[config.mk]
export PLATFORM = sky130hd
export DESIGN_NAME = dhc_dll_hold_cfg
export DESIGN_NICKNAME = d
export VERILOG_FILES = /design/src/dhc_pkg.sv /design/src/dhc_tap_tracker.sv /design/src/dhc_dll_hold_cfg.sv
export VERILOG_INCLUDE_DIRS = /design/src
export SDC_FILE = /design/constraint.sdc
export NUM_CORES = 1
export LEC_CHECK = 0
export ABC_AREA = 1
export BUFFER_PORTS_ARGS = -buffer_cell sky130_fd_sc_hd__buf_2
export CAP_MARGIN = 40
export CELL_PAD_IN_SITES_DETAIL_PLACEMENT = 0
export CELL_PAD_IN_SITES_GLOBAL_PLACEMENT = 1
export CORE_UTILIZATION = 25
export DETAILED_ROUTE_END_ITERATION = 12
export PLACE_DENSITY = 0.6
export SYNTH_ARGS = -nofsm -noshare
export SYNTH_HDL_FRONTEND = slang
export SYNTH_SLANG_ARGS = --single-unit
[constraint.sdc]
create_clock -name sys_clk -period 3.5 [get_ports sys_clk]
set_input_delay 0.7 -clock sys_clk [delete_from_list [all_inputs] [get_ports sys_clk]]
set_output_delay 0.7 -clock sys_clk [all_outputs]
set_load 0.1 [all_outputs]
[src/dhc_consts.svh]
// offsets, field positions, reset values and timing counts for the dll and hold config block
`ifndef DHC_CONSTS_SVH
`define DHC_CONSTS_SVH
`define DHC_OFF_PMCR_TWO    8'h72
`define DHC_OFF_DLL_DELAY   8'h76
`define DHC_OFF_TAP_POS     8'he3
// the tap register index is not word aligned, so every register sits at four times its index
`define DHC_ADDR_PMCR_TWO   12'h1c8
`define DHC_ADDR_DLL_DELAY  12'h1d8
`define DHC_ADDR_TAP_POS    12'h38c
`define DHC_BIT_DLL_EXTEND  7
`define DHC_BIT_HOLD_HI     5
`define DHC_BIT_HOLD_LO     4
`define DHC_BIT_MAX_DELAY   2
`define DHC_RST_PMCR_TWO    8'h00
`define DHC_RST_DLL_DELAY   8'h00
`define DHC_TAP_COUNT       128
`define DHC_TAP_MAX         7'h7f
`define DHC_TAP_START       7'h40
`define DHC_LATCH_CYCLES    25
`define DHC_LOCK_HITS       4
`endif

[src/dhc_pkg.sv]
// types shared by the dll and hold config block
package dhc_pkg;
  typedef enum logic [1:0] {
    DHC_MODE_NORM_NOEXT,
    DHC_MODE_NORM_EXT,
    DHC_MODE_MAX_NOEXT,
    DHC_MODE_MAX_EXT
  } dhc_dll_mode_e;
  typedef enum {DHC_ST_RESET, DHC_ST_LATCH, DHC_ST_RUN} dhc_boot_e;
  typedef logic [1:0] dhc_hold_t;
endpackage

[src/dhc_tap_tracker.sv]
// dll tap pointer: steps toward phase lock over the 128 tap delay line
`timescale 1ns/100ps
`include "dhc_consts.svh"
module dhc_tap_tracker
  import dhc_pkg::*;
#(
  parameter int TAPS = `DHC_TAP_COUNT
) (
  input  wire logic       sys_clk,
  input  wire logic       rstn,
  input  wire logic       run,
  input  wire logic       phase_late,
  input  wire logic       phase_early,
  output logic [6:0]      tap_q,
  output logic            locked_q
);
  logic [2:0] hits_q;

  // pointer saturates at both ends of the delay line
  always_ff @(posedge sys_clk) begin
    if (!rstn || !run) begin
      tap_q <= `DHC_TAP_START;
    end else if (phase_late && !phase_early && tap_q != 7'(TAPS - 1)) begin
      tap_q <= tap_q + 7'h01;
    end else if (phase_early && !phase_late && tap_q != 7'h00) begin
      tap_q <= tap_q - 7'h01;
    end
  end

  // lock once the comparator is balanced for several cycles in a row
  always_ff @(posedge sys_clk) begin
    if (!rstn || !run) begin
      hits_q   <= 3'h0;
      locked_q <= 1'b0;
    end else if (phase_late == phase_early) begin
      if (hits_q != 3'(`DHC_LOCK_HITS)) begin
        hits_q <= hits_q + 3'h1;
      end else begin
        locked_q <= 1'b1;
      end
    end else begin
      hits_q <= 3'h0;
    end
  end

  property p_tap_step;
    @(posedge sys_clk) disable iff (!rstn || !run)
      (phase_late && !phase_early && tap_q != 7'h7f) |=> (tap_q == $past(tap_q) + 7'h01);
  endproperty
  a_tap_step: assert property (p_tap_step) else $error("tap did not advance");
endmodule // dhc_tap_tracker

[src/dhc_dll_hold_cfg.sv]
// dll mode, tap report and host bus hold delay configuration behind an apb slave
//
// Behaviour
// - straps latched within 25 cycles after release
// - dll mode from 0x76 bit2, 0x72 bit7
// - delay line has 128 taps, max widens
// - locked tap reported in 0xe3 bits 6:0
// - inverted straps load hold delay bits 5:4
// - undriven pulled-up straps give hold 00
// - hold delay field stays software writable
// - memory clock is 1:1 or 2:1 of sync
`timescale 1ns/100ps
`include "dhc_consts.svh"
module dhc_dll_hold_cfg
  import dhc_pkg::*;
#(
  parameter int LATCH_CYCLES = `DHC_LATCH_CYCLES,
  parameter int TAPS         = `DHC_TAP_COUNT
) (
  input  wire logic        sys_clk,
  input  wire logic        rstn,
  input  wire logic        core_hard_reset_n,
  input  wire logic        bridge_hard_reset_n,
  input  wire logic        machine_check_strap,
  input  wire logic        clock_enable_strap,
  input  wire logic        clk_ratio_strap,
  input  wire logic        phase_late,
  input  wire logic        phase_early,
  input  wire logic        psel,
  input  wire logic        penable,
  input  wire logic        pwrite,
  input  wire logic [11:0] paddr,
  input  wire logic [31:0] pwdata,
  input  wire logic [3:0]  pstrb,
  output logic [31:0]      prdata,
  output logic             pready,
  output logic             pslverr,
  output logic [1:0]       dll_mode,
  output logic             dll_locked,
  output logic [1:0]       host_bus_hold_delay,
  output logic             mem_clk_double,
  output logic             straps_latched
);

  ////////////////////////////////////////////////////////////////////////////
  // boot sequencing after hard reset release

  dhc_boot_e   boot_q;
  logic [4:0]  latch_cnt_q;
  logic        both_rel;
  logic        ratio_q;
  logic        strap_load;

  assign both_rel = core_hard_reset_n && bridge_hard_reset_n;

  always_ff @(posedge sys_clk) begin
    if (!rstn || !both_rel) begin
      boot_q      <= DHC_ST_RESET;
      latch_cnt_q <= 5'h00;
    end else begin
      unique case (boot_q)
        DHC_ST_RESET: begin
          boot_q      <= DHC_ST_LATCH;
          latch_cnt_q <= 5'h00;
        end
        DHC_ST_LATCH: begin
          latch_cnt_q <= latch_cnt_q + 5'h01;
          if (latch_cnt_q == 5'(LATCH_CYCLES - 2)) begin
            boot_q <= DHC_ST_RUN;
          end
        end
        DHC_ST_RUN: begin
          boot_q <= DHC_ST_RUN;
        end
      endcase
    end
  end

  // straps captured once, at the first cycle of the latch window
  assign strap_load = (boot_q == DHC_ST_LATCH) && (latch_cnt_q == 5'h00);

  always_ff @(posedge sys_clk) begin
    if (!rstn) begin
      ratio_q <= 1'b0;
    end else if (strap_load) begin
      ratio_q <= clk_ratio_strap;
    end
  end

  ////////////////////////////////////////////////////////////////////////////
  // apb register file

  logic [7:0]  pmcr_two_q;
  logic [7:0]  dll_delay_q;
  logic [6:0]  tap_pos;
  logic        locked;
  logic        wr_en;

  function automatic logic addr_hit(input logic [11:0] a);
    addr_hit = (a == `DHC_ADDR_PMCR_TWO) || (a == `DHC_ADDR_DLL_DELAY) ||
               (a == `DHC_ADDR_TAP_POS);
  endfunction

  assign wr_en = psel && penable && pwrite && pready && addr_hit(paddr) && pstrb[0];

  // one wait state: pready rises in the second access cycle
  always_ff @(posedge sys_clk) begin
    if (!rstn) begin
      pready <= 1'b0;
    end else begin
      pready <= psel && penable && !pready;
    end
  end

  always_ff @(posedge sys_clk) begin
    if (!rstn) begin
      pmcr_two_q <= `DHC_RST_PMCR_TWO;
    end else if (strap_load) begin
      pmcr_two_q[`DHC_BIT_HOLD_HI] <= ~machine_check_strap;
      pmcr_two_q[`DHC_BIT_HOLD_LO] <= ~clock_enable_strap;
    end else if (wr_en && paddr == `DHC_ADDR_PMCR_TWO) begin
      pmcr_two_q <= pwdata[7:0];
    end
  end

  always_ff @(posedge sys_clk) begin
    if (!rstn) begin
      dll_delay_q <= `DHC_RST_DLL_DELAY;
    end else if (wr_en && paddr == `DHC_ADDR_DLL_DELAY) begin
      dll_delay_q <= pwdata[7:0];
    end
  end

  always_ff @(posedge sys_clk) begin
    if (!rstn) begin
      prdata  <= 32'h0000_0000;
      pslverr <= 1'b0;
    end else if (psel && penable && !pready) begin
      pslverr <= !addr_hit(paddr);
      unique case (paddr)
        `DHC_ADDR_PMCR_TWO:  prdata <= {24'h00_0000, pmcr_two_q};
        `DHC_ADDR_DLL_DELAY: prdata <= {24'h00_0000, dll_delay_q};
        `DHC_ADDR_TAP_POS:   prdata <= {25'h000_0000, tap_pos};
        default:             prdata <= 32'h0000_0000;
      endcase
    end else begin
      pslverr <= 1'b0;
    end
  end

  ////////////////////////////////////////////////////////////////////////////
  // dll tap tracking and outputs

  dhc_tap_tracker #(
    .TAPS        (TAPS)
  ) u_tap (
    .sys_clk     (sys_clk),
    .rstn        (rstn),
    .run         (boot_q == DHC_ST_RUN),
    .phase_late  (phase_late),
    .phase_early (phase_early),
    .tap_q       (tap_pos),
    .locked_q    (locked)
  );

  always_ff @(posedge sys_clk) begin
    if (!rstn) begin
      dll_mode            <= DHC_MODE_NORM_NOEXT;
      dll_locked          <= 1'b0;
      host_bus_hold_delay <= 2'b00;
      mem_clk_double      <= 1'b0;
      straps_latched      <= 1'b0;
    end else begin
      dll_mode <= {dll_delay_q[`DHC_BIT_MAX_DELAY], pmcr_two_q[`DHC_BIT_DLL_EXTEND]};
      dll_locked          <= locked;
      host_bus_hold_delay <= pmcr_two_q[`DHC_BIT_HOLD_HI:`DHC_BIT_HOLD_LO];
      mem_clk_double      <= ratio_q;
      straps_latched      <= boot_q == DHC_ST_RUN;
    end
  end

  ////////////////////////////////////////////////////////////////////////////
  // checks

  property p_strap_invert;
    @(posedge sys_clk) disable iff (!rstn)
      strap_load |=> pmcr_two_q[5:4] == ~{$past(machine_check_strap), $past(clock_enable_strap)};
  endproperty
  a_strap_invert: assert property (p_strap_invert) else $error("hold not inverted strap");

  property p_pullup_default;
    @(posedge sys_clk) disable iff (!rstn)
      (strap_load && machine_check_strap && clock_enable_strap) |=> pmcr_two_q[5:4] == 2'b00;
  endproperty
  a_pullup_default: assert property (p_pullup_default) else $error("hold default not 00");

  property p_latch_window;
    @(posedge sys_clk) disable iff (!rstn || !both_rel)
      (rstn && both_rel && boot_q == DHC_ST_RESET) |=> (boot_q == DHC_ST_LATCH) [*8];
  endproperty
  a_latch_window: assert property (p_latch_window) else $error("latch window short");

  property p_run_in_time;
    @(posedge sys_clk) disable iff (!rstn || !both_rel)
      (rstn && both_rel && boot_q == DHC_ST_RESET) |-> ##[1:25] (boot_q == DHC_ST_RUN);
  endproperty
  a_run_in_time: assert property (p_run_in_time) else $error("straps not latched in 25");

  property p_mode_follow;
    @(posedge sys_clk) disable iff (!rstn)
      ##1 dll_mode == {$past(dll_delay_q[2]), $past(pmcr_two_q[7])};
  endproperty
  a_mode_follow: assert property (p_mode_follow) else $error("dll mode mismatch");

  property p_hold_write;
    @(posedge sys_clk) disable iff (!rstn)
      (wr_en && paddr == `DHC_ADDR_PMCR_TWO && !strap_load) |->
        ##2 host_bus_hold_delay == $past(pwdata[5:4], 2);
  endproperty
  a_hold_write: assert property (p_hold_write) else $error("hold write lost");

  property p_tap_ro;
    @(posedge sys_clk) disable iff (!rstn)
      (psel && penable && !pready && paddr == `DHC_ADDR_TAP_POS) |=> prdata[31:7] == 25'h0;
  endproperty
  a_tap_ro: assert property (p_tap_ro) else $error("tap high bits not zero");

  property p_ratio;
    @(posedge sys_clk) disable iff (!rstn)
      strap_load |-> ##2 mem_clk_double == $past(clk_ratio_strap, 2);
  endproperty
  a_ratio: assert property (p_ratio) else $error("clock ratio not latched");

  property p_ready_pulse;
    @(posedge sys_clk) disable iff (!rstn)
      pready |=> !pready;
  endproperty
  a_ready_pulse: assert property (p_ready_pulse) else $error("pready longer than one cycle");

  property p_tap_wr_ign;
    @(posedge sys_clk) disable iff (!rstn)
      (wr_en && paddr == `DHC_ADDR_TAP_POS && !strap_load) |=>
        $stable(pmcr_two_q) && $stable(dll_delay_q);
  endproperty
  a_tap_wr_ign: assert property (p_tap_wr_ign) else $error("tap write landed");

  property p_unmapped;
    @(posedge sys_clk) disable iff (!rstn)
      (psel && penable && !pready && !addr_hit(paddr)) |=> pslverr && prdata == 32'h0000_0000;
  endproperty
  a_unmapped: assert property (p_unmapped) else $error("unmapped access not refused");

  property p_one_wait;
    @(posedge sys_clk) disable iff (!rstn)
      (psel && penable && !pready) |=> pready;
  endproperty
  a_one_wait: assert property (p_one_wait) else $error("pready late");

  property p_hold_follow;
    @(posedge sys_clk) disable iff (!rstn)
      ##1 host_bus_hold_delay == $past(pmcr_two_q[`DHC_BIT_HOLD_HI:`DHC_BIT_HOLD_LO]);
  endproperty
  a_hold_follow: assert property (p_hold_follow) else $error("hold output stale");

  property p_clk_follow;
    @(posedge sys_clk) disable iff (!rstn)
      ##1 mem_clk_double == $past(ratio_q);
  endproperty
  a_clk_follow: assert property (p_clk_follow) else $error("clock ratio output stale");

  property p_ratio_hold;
    @(posedge sys_clk) disable iff (!rstn)
      !strap_load |=> $stable(ratio_q);
  endproperty
  a_ratio_hold: assert property (p_ratio_hold) else $error("clock ratio moved");

  property p_pmcr_stable;
    @(posedge sys_clk) disable iff (!rstn)
      !(strap_load || (wr_en && paddr == `DHC_ADDR_PMCR_TWO)) |=>
        $stable(pmcr_two_q);
  endproperty
  a_pmcr_stable: assert property (p_pmcr_stable) else $error("pmcr two moved");

  property p_delay_stable;
    @(posedge sys_clk) disable iff (!rstn)
      !(wr_en && paddr == `DHC_ADDR_DLL_DELAY) |=> $stable(dll_delay_q);
  endproperty
  a_delay_stable: assert property (p_delay_stable) else $error("dll delay moved");

  property p_latched_drop;
    @(posedge sys_clk) disable iff (!rstn)
      !both_rel |-> ##2 !straps_latched;
  endproperty
  a_latched_drop: assert property (p_latched_drop) else $error("latched during reset");

  property p_tap_report;
    @(posedge sys_clk) disable iff (!rstn)
      (psel && penable && !pready && paddr == `DHC_ADDR_TAP_POS) |=>
        prdata[6:0] == $past(tap_pos);
  endproperty
  a_tap_report: assert property (p_tap_report) else $error("tap read wrong");

  property p_pmcr_read;
    @(posedge sys_clk) disable iff (!rstn)
      (psel && penable && !pready && paddr == `DHC_ADDR_PMCR_TWO) |=>
        prdata == {24'h00_0000, $past(pmcr_two_q)};
  endproperty
  a_pmcr_read: assert property (p_pmcr_read) else $error("pmcr two read wrong");

endmodule // dhc_dll_hold_cfg

After elaboration in Yosys (flattened, before gate mapping)
Index checks and enable logic that the tools add are counted.
{"block": "totals", "regBits": 106, "elab_cells": 81, "out_inout_bits": 41, "in_bits": 60}
{"block": "op_classes", "n_reduce_logical": 35, "addsub": 4, "mux": 8, "bitwise_logic": 5, "eq_ne": 12}
{"operator": "case mux 32 bit (3 select lines)", "n": 1}
{"operator": "equality test 32 x 2 -> 1 bit, second input constant", "n": 2}
{"operator": "equality test 32 x 1 -> 1 bit, second input constant", "n": 1}
{"operator": "equality test 32 x 3 -> 1 bit, second input constant", "n": 1}
{"operator": "zero test 32 bit", "n": 1}
{"operator": "two-way mux 32 bit", "n": 1}
{"operator": "equality test 12 x 9 -> 1 bit, second input constant", "n": 2}
{"operator": "case mux 8 bit (3 select lines)", "n": 1}
{"operator": "logical AND 1 bit", "n": 14}
{"operator": "two-way mux 7 bit", "n": 2}
{"operator": "equality test 12 x 10 -> 1 bit, second input constant", "n": 1}
{"operator": "case mux 5 bit (2 select lines)", "n": 1}
{"operator": "adder 7 x 1 -> 7 bit, second input constant", "n": 1}
{"operator": "zero test 1 bit", "n": 7}
{"operator": "inequality test 7 bit, second input constant", "n": 1}
{"operator": "nonzero test 7 bit", "n": 1}
{"operator": "subtractor 7 x 1 -> 7 bit, second input constant", "n": 1}
{"operator": "two-way mux 6 bit", "n": 1}
{"operator": "AND reduction 2 bit", "n": 3}
{"operator": "nonzero test 2 bit", "n": 3}
{"operator": "adder 5 x 1 -> 5 bit, second input constant", "n": 1}
{"operator": "equality test 5 bit, second input constant", "n": 1}
{"operator": "zero test 5 bit", "n": 1}
{"operator": "NOT 1 bit", "n": 5}
{"operator": "other kinds (7)", "n": 10}

Longest topological paths before layout
{"block": "logic_depth", "depth_word": 8, "ltp_mapped": 14, "depth_no_buf": 14}

Cells and area by module
Synthesis repeated with hierarchy kept, for this count alone.
{"block": "unflattened", "cells_unflattened": 405, "hier_area_um2": 2939.1}
{"module": "dhc_dll_hold_cfg", "instances": 1, "area_each_um2": 2185.8, "seq_area_each_um2": 820.8, "cells_each": 301}
{"module": "dhc_tap_tracker", "instances": 1, "area_each_um2": 753.2, "seq_area_each_um2": 220.2, "cells_each": 104}

Worst setup path after synthesis
No wires, ideal clock.
{"block": "synth_path", "path_type": "input to register", "start": "input phase_early", "end": "register u_tap.tap_q[5]", "setup_slack_ns": 1.408, "setup_ns": 0.115, "arrival_time_ns": 1.978, "cell_stages": 10, "path_buffers": 0, "t_required_ns": 3.385, "cell_sequence": "inv_1 ha_1 nand2_2 ha_1 a21oi_1 or2_2 nand4_1 nand2_1 nor2_1 nor2_1"}
{"block": "synth_via", "elab_chain_len": 4, "word_cells_on_any_way": 7, "classes_between": "1 x mux; 6 x reduce/logical"}
{"element": "from (decl)", "line_no": "dhc_dll_hold_cfg.sv:28", "source": "input wire logic phase_early,"}
{"element": "zero test 1 bit", "line_no": "dhc_tap_tracker.sv:23", "source": "end else if (phase_late && !phase_early && tap_q != 7'(TAPS - 1)) begin"}
{"element": "logical AND 1 bit (2 in a row)", "line_no": "dhc_tap_tracker.sv:23"}
{"element": "two-way mux 7 bit / nonzero test 2 bit (equally long branches)"}
{"element": "to (signal assigned)", "line_no": "dhc_tap_tracker.sv:22", "source": "tap_q <= `DHC_TAP_START;"}
{"element": "to (signal assigned)", "line_no": "dhc_tap_tracker.sv:24", "source": "tap_q <= tap_q + 7'h01;"}
{"element": "to (signal assigned)", "line_no": "dhc_tap_tracker.sv:26", "source": "tap_q <= tap_q - 7'h01;"}
{"element": "to (decl)", "line_no": "dhc_tap_tracker.sv:14", "source": "output logic [6:0] tap_q,"}
Several ways; a longest one is shown, not always the timed one.
A chain may end at the register's enable or synchronous reset.

Worst setup path after layout
{"block": "layout_path", "start": "register u_tap.tap_q[0]", "end": "register u_tap.tap_q[6]"}
{"block": "layout_via", "elab_chain_len": 3, "word_cells_on_any_way": 9, "classes_between": "2 x add/sub; 1 x eq/ne; 2 x mux; 4 x reduce/logical"}
{"element": "subtractor 7 x 1 -> 7 bit, or another cell as far along", "line_no": "dhc_tap_tracker.sv:26"}
{"element": "two-way mux 7 bit, or another cell as far along", "line_no": "dhc_tap_tracker.sv:25", "source": "end else if (phase_early && !phase_late && tap_q != 7'h00) begin"}
{"element": "two-way mux 7 bit / nonzero test 2 bit (equally long branches)"}
Several ways; a longest one is shown, not always the timed one. The select of a mux whose other input is x is not followed.

==> impl_metrics.csv <==
group,metric,value,unit
timing,finalClockSkew,5.700,ps
timing,fin_tns_setup,0,ps
timing,drv_slew,0,
finish,num_antenna_cells,0,
cts,cts_resized,0,
power,switching_power,401.8,uW
timing,setup_violations,0,
floorplanning,fp.dieW,110.2,microns
power,p_comb_share,15.6,%
critical_path,arrival,2330,ps
run_status,status,"complete, no violations",
cts,clkTransAtPathRegs,70,ps
critical_path,max_stage_delay,550,ps
finish,fillers,1268,
floorplanning,core-area,11420,sq um
route,ant_nets,0,
route,viasPerCell,4.241,
power,p_leak,1.587,nW
global_route,antenna_found_initial,0,
global_route,grt_pass1_vias,2234,
critical_path,cp_common_cell,"nand2_1",
critical_path,path_cells,"nand2_1, nor2_1, nand2_1, nand2_2, ha_1, nand2_1, inv_1, o21ai_0, nand2_1, nor2_1, nand2_1, nand3_1, nand3_1",
min_path,hold_start,"ratio_q",
min_path,hp-class,"flip-flop to flip-flop",
global_route,grt_usage,11.16,%
power,vdd_drop_max,0.0001693,V
critical_path,critical_path_class,"flip-flop to flip-flop",
global_route,grt_max_degree,26,
floorplanning,initial_core_util,25.65,%
floorplanning,rows,39,
power,power_frac_clock,40.6,%
cts,cts_tree,"built",
route,drc,0,
cts,cts-root-buf,"clkbuf_16",
timing,final_hold_viol_count,0,
finish,final_nets,533,
synth,yosys_warnings,0,
synth,synth_top_area_share,35.54,%
timing,worst_slew_pin_slew,505.2,ps
power,power_density,405.5,nW/um^2
floorplanning,io_pins,101,
cts,clkLatencyLatePin,290,ps
cts,cts_sinks,52,
timing,finalWorstSetupSlack,1346,ps
cts,cts_made_buffers,5,
placement,preCtsSetupSlack,1057,ps
synth,syn_inst,408,
route,drtPass1Iterations,5,
cts,cts_buffer_depth,2,
placement,place_area,3207,sq um
synth,ys_ff_latch,52,
global_route,grt_overflow,0,
critical_path,startpoint,"u_tap.tap_q[0]",
placement,gp_congestion,0.7461,
placement,port_buffers,49,
power,p_int,964.9,uW
timing,period_share,61.54,%
placement,dpl.hpwl,5072,microns
flow_run,maxCapViolCount,0,
route,drtIter0Drc,130,
cts,hold_buffers,0,
timing,relSlewSlack,66.19,%
cts,post_cts_buffers,0,
route,routed-via-count,2549,
synth,syn_avg_cell_area,7.179,sq um
route,wl,6723,microns
synth,synth_area,2929,sq um
timing,fmax,464.3,MHz
critical_path,worstReg2RegStart,"u_tap.tap_q[0]",
finish,fin_area,3371,sq um
critical_path,end_kind,"flip-flop",
synth,ys_seq_area_share,35.54,%
critical_path,cp_max_fo,10,
floorplanning,die_h,110.2,microns
critical_path,critPathRequiredTime,3670,ps
critical_path,worst_setup_path_start_kind,"flip-flop",
timing,fin_crit,2154,ps
critical_path,crit_slowest_cell,"dfxtp_1",
power,switching_share,29.40,%
route,wl_per_cell,11.19,microns
global_route,grt_first_pass_wirelength,10490,microns
power,p_seq_share,43.8,%
finish,drive_gt1_share,17.69,%
synth,yosys.cell_types.count,33,
timing,timing.hold.ws,423.1,ps
synth,yosysTopAreaCell,"dfxtp_1",
cts,htree_levels,2,
finish,syn2layout_area_growth,15.08,%
timing,rsz0062_at_grt,"false",
floorplanning,die-area,12150,sq um
synth,netlist_top_cells_area,"dfxtp_1 (36%), nand2_1 (9.0%), nor2_1 (7.3%)",
-- metal layers --
layer / global-route usage [%] / wire length (microns)
met5: 0 / 0
met4: 3.383 / 65
met3: 2.293 / 290
met2: 18.99 / 3019
met1: 14.08 / 3347
-- power by group through the flow --
stage               Combinational [mW]  Clock [mW]  Sequential, mW
floorplan                        0.187           0           0.625
global placement                 0.213           0           0.612
detailed placement               0.214           0           0.612
CTS                              0.215       0.569           0.598
global route                     0.228       0.590           0.598
finish                           0.213       0.555           0.598
-- area by class of cell --
| cell class | instances | area (sq um) | share of cell area [%] |
|---|---|---|---|
| timing repair buffer | 49 | 245.2 | 7.275 |
| clock buffer | 6 | 128.9 | 3.823 |
| clock inverter | 2 | 35.03 | 1.039 |
| tap | 143 | 178.9 | 5.308 |
| inverter | 50 | 192.7 | 5.716 |
| multi-input combinational | 299 | 1549 | 45.95 |
| sequential | 52 | 1041 | 30.88 |
-- worst max-delay path, delay by kind of cell, from the launching register on --
kind / cells / cell delay [ps]
and+or+nand+nor: 10 / 950
AOI/OAI and AO/OA: 1 / 210
DFF: 1 / 550
adders and majority gates: 1 / 290
buffers and inverters: 1 / 40
-- flip-flops by register name, indices dropped and copies added (netlist names) --
name / cells
dll_delay_q: 8
pmcr_two_q: 8
prdata: 8
u_tap.tap_q: 7
latch_cnt_q: 5
u_tap.hits_q: 3
boot_q: 2
dll_mode: 2
host_bus_hold_delay: 2
dll_locked: 1
mem_clk_double: 1
pready: 1
pslverr: 1
ratio_q: 1
straps_latched: 1
u_tap.locked_q: 1
-- cell usage in the layout (no fill, tap or decap), types with 4 or more instances in the layout --
cell and count:
dfxtp_1 52, a21oi_1 23, nor2_2 7, nand2_1 70, xnor2_1 4, nand3_1 39, nand4_1 13, a211oi_1 5
clkbuf_16 5, o21ai_0 18, nand2_2 8, ha_1 15, nor2_1 57, inv_1 46, buf_2 49, conb_1 24
-- cells by family (layout without fill, tap and decap cells) --
group / after synthesis / in the layout / synth area share (%)
compound gates: 48 / 48 / 8.714
xor+xnor: 4 / 4 / 1.196
fa+ha+maj: 16 / 16 / 7.091
buf+inv: 80 / 107 / 14.52
flops: 52 / 52 / 35.54
other cells: 1 / 24 / 0.1280
simple gates: 207 / 207 / 32.81
-- synthesized netlist by cell type (all sizes together) --
| cell type | number |
|---|---|
| nand2 | 78 |
| nor2 | 66 |
| dfxtp | 52 |
| inv | 46 |
| nand3 | 42 |
| buf | 28 |
| a21oi | 23 |
| o21ai | 19 |
| ha | 15 |
| nand4 | 13 |
| a211oi | 5 |
| clkinv | 4 |
| or2 | 4 |
| xnor2 | 4 |
| clkbuf | 2 |
| nor3 | 2 |
| a22oi | 1 |
| and3 | 1 |
| conb | 1 |
| fa | 1 |
| nor3b | 1 |
-- through the flow --
step / std cells / power [mW] / utilization (%)
finish: 601 / 1.367 / 29.52
detailed placement: 593 / 0.8262 / 28.08
floorplan: 431 / 0.8119 / -
global placement: 593 / 0.8251 / 28.08
CTS: 601 / 1.382 / 29.52
global route: 601 / 1.417 / 29.52
-- path summary, 6_finish.rpt --
check                        end  slack [ps]  cells after the start
hold reg to reg   mem_clk_double         420                      2
setup reg to reg  u_tap.tap_q[6]        1350                     13
hold / removal    mem_clk_double         420                      2
setup / recovery  u_tap.tap_q[6]        1350                     13
Note: power is estimated with default switching activity, not from simulation.
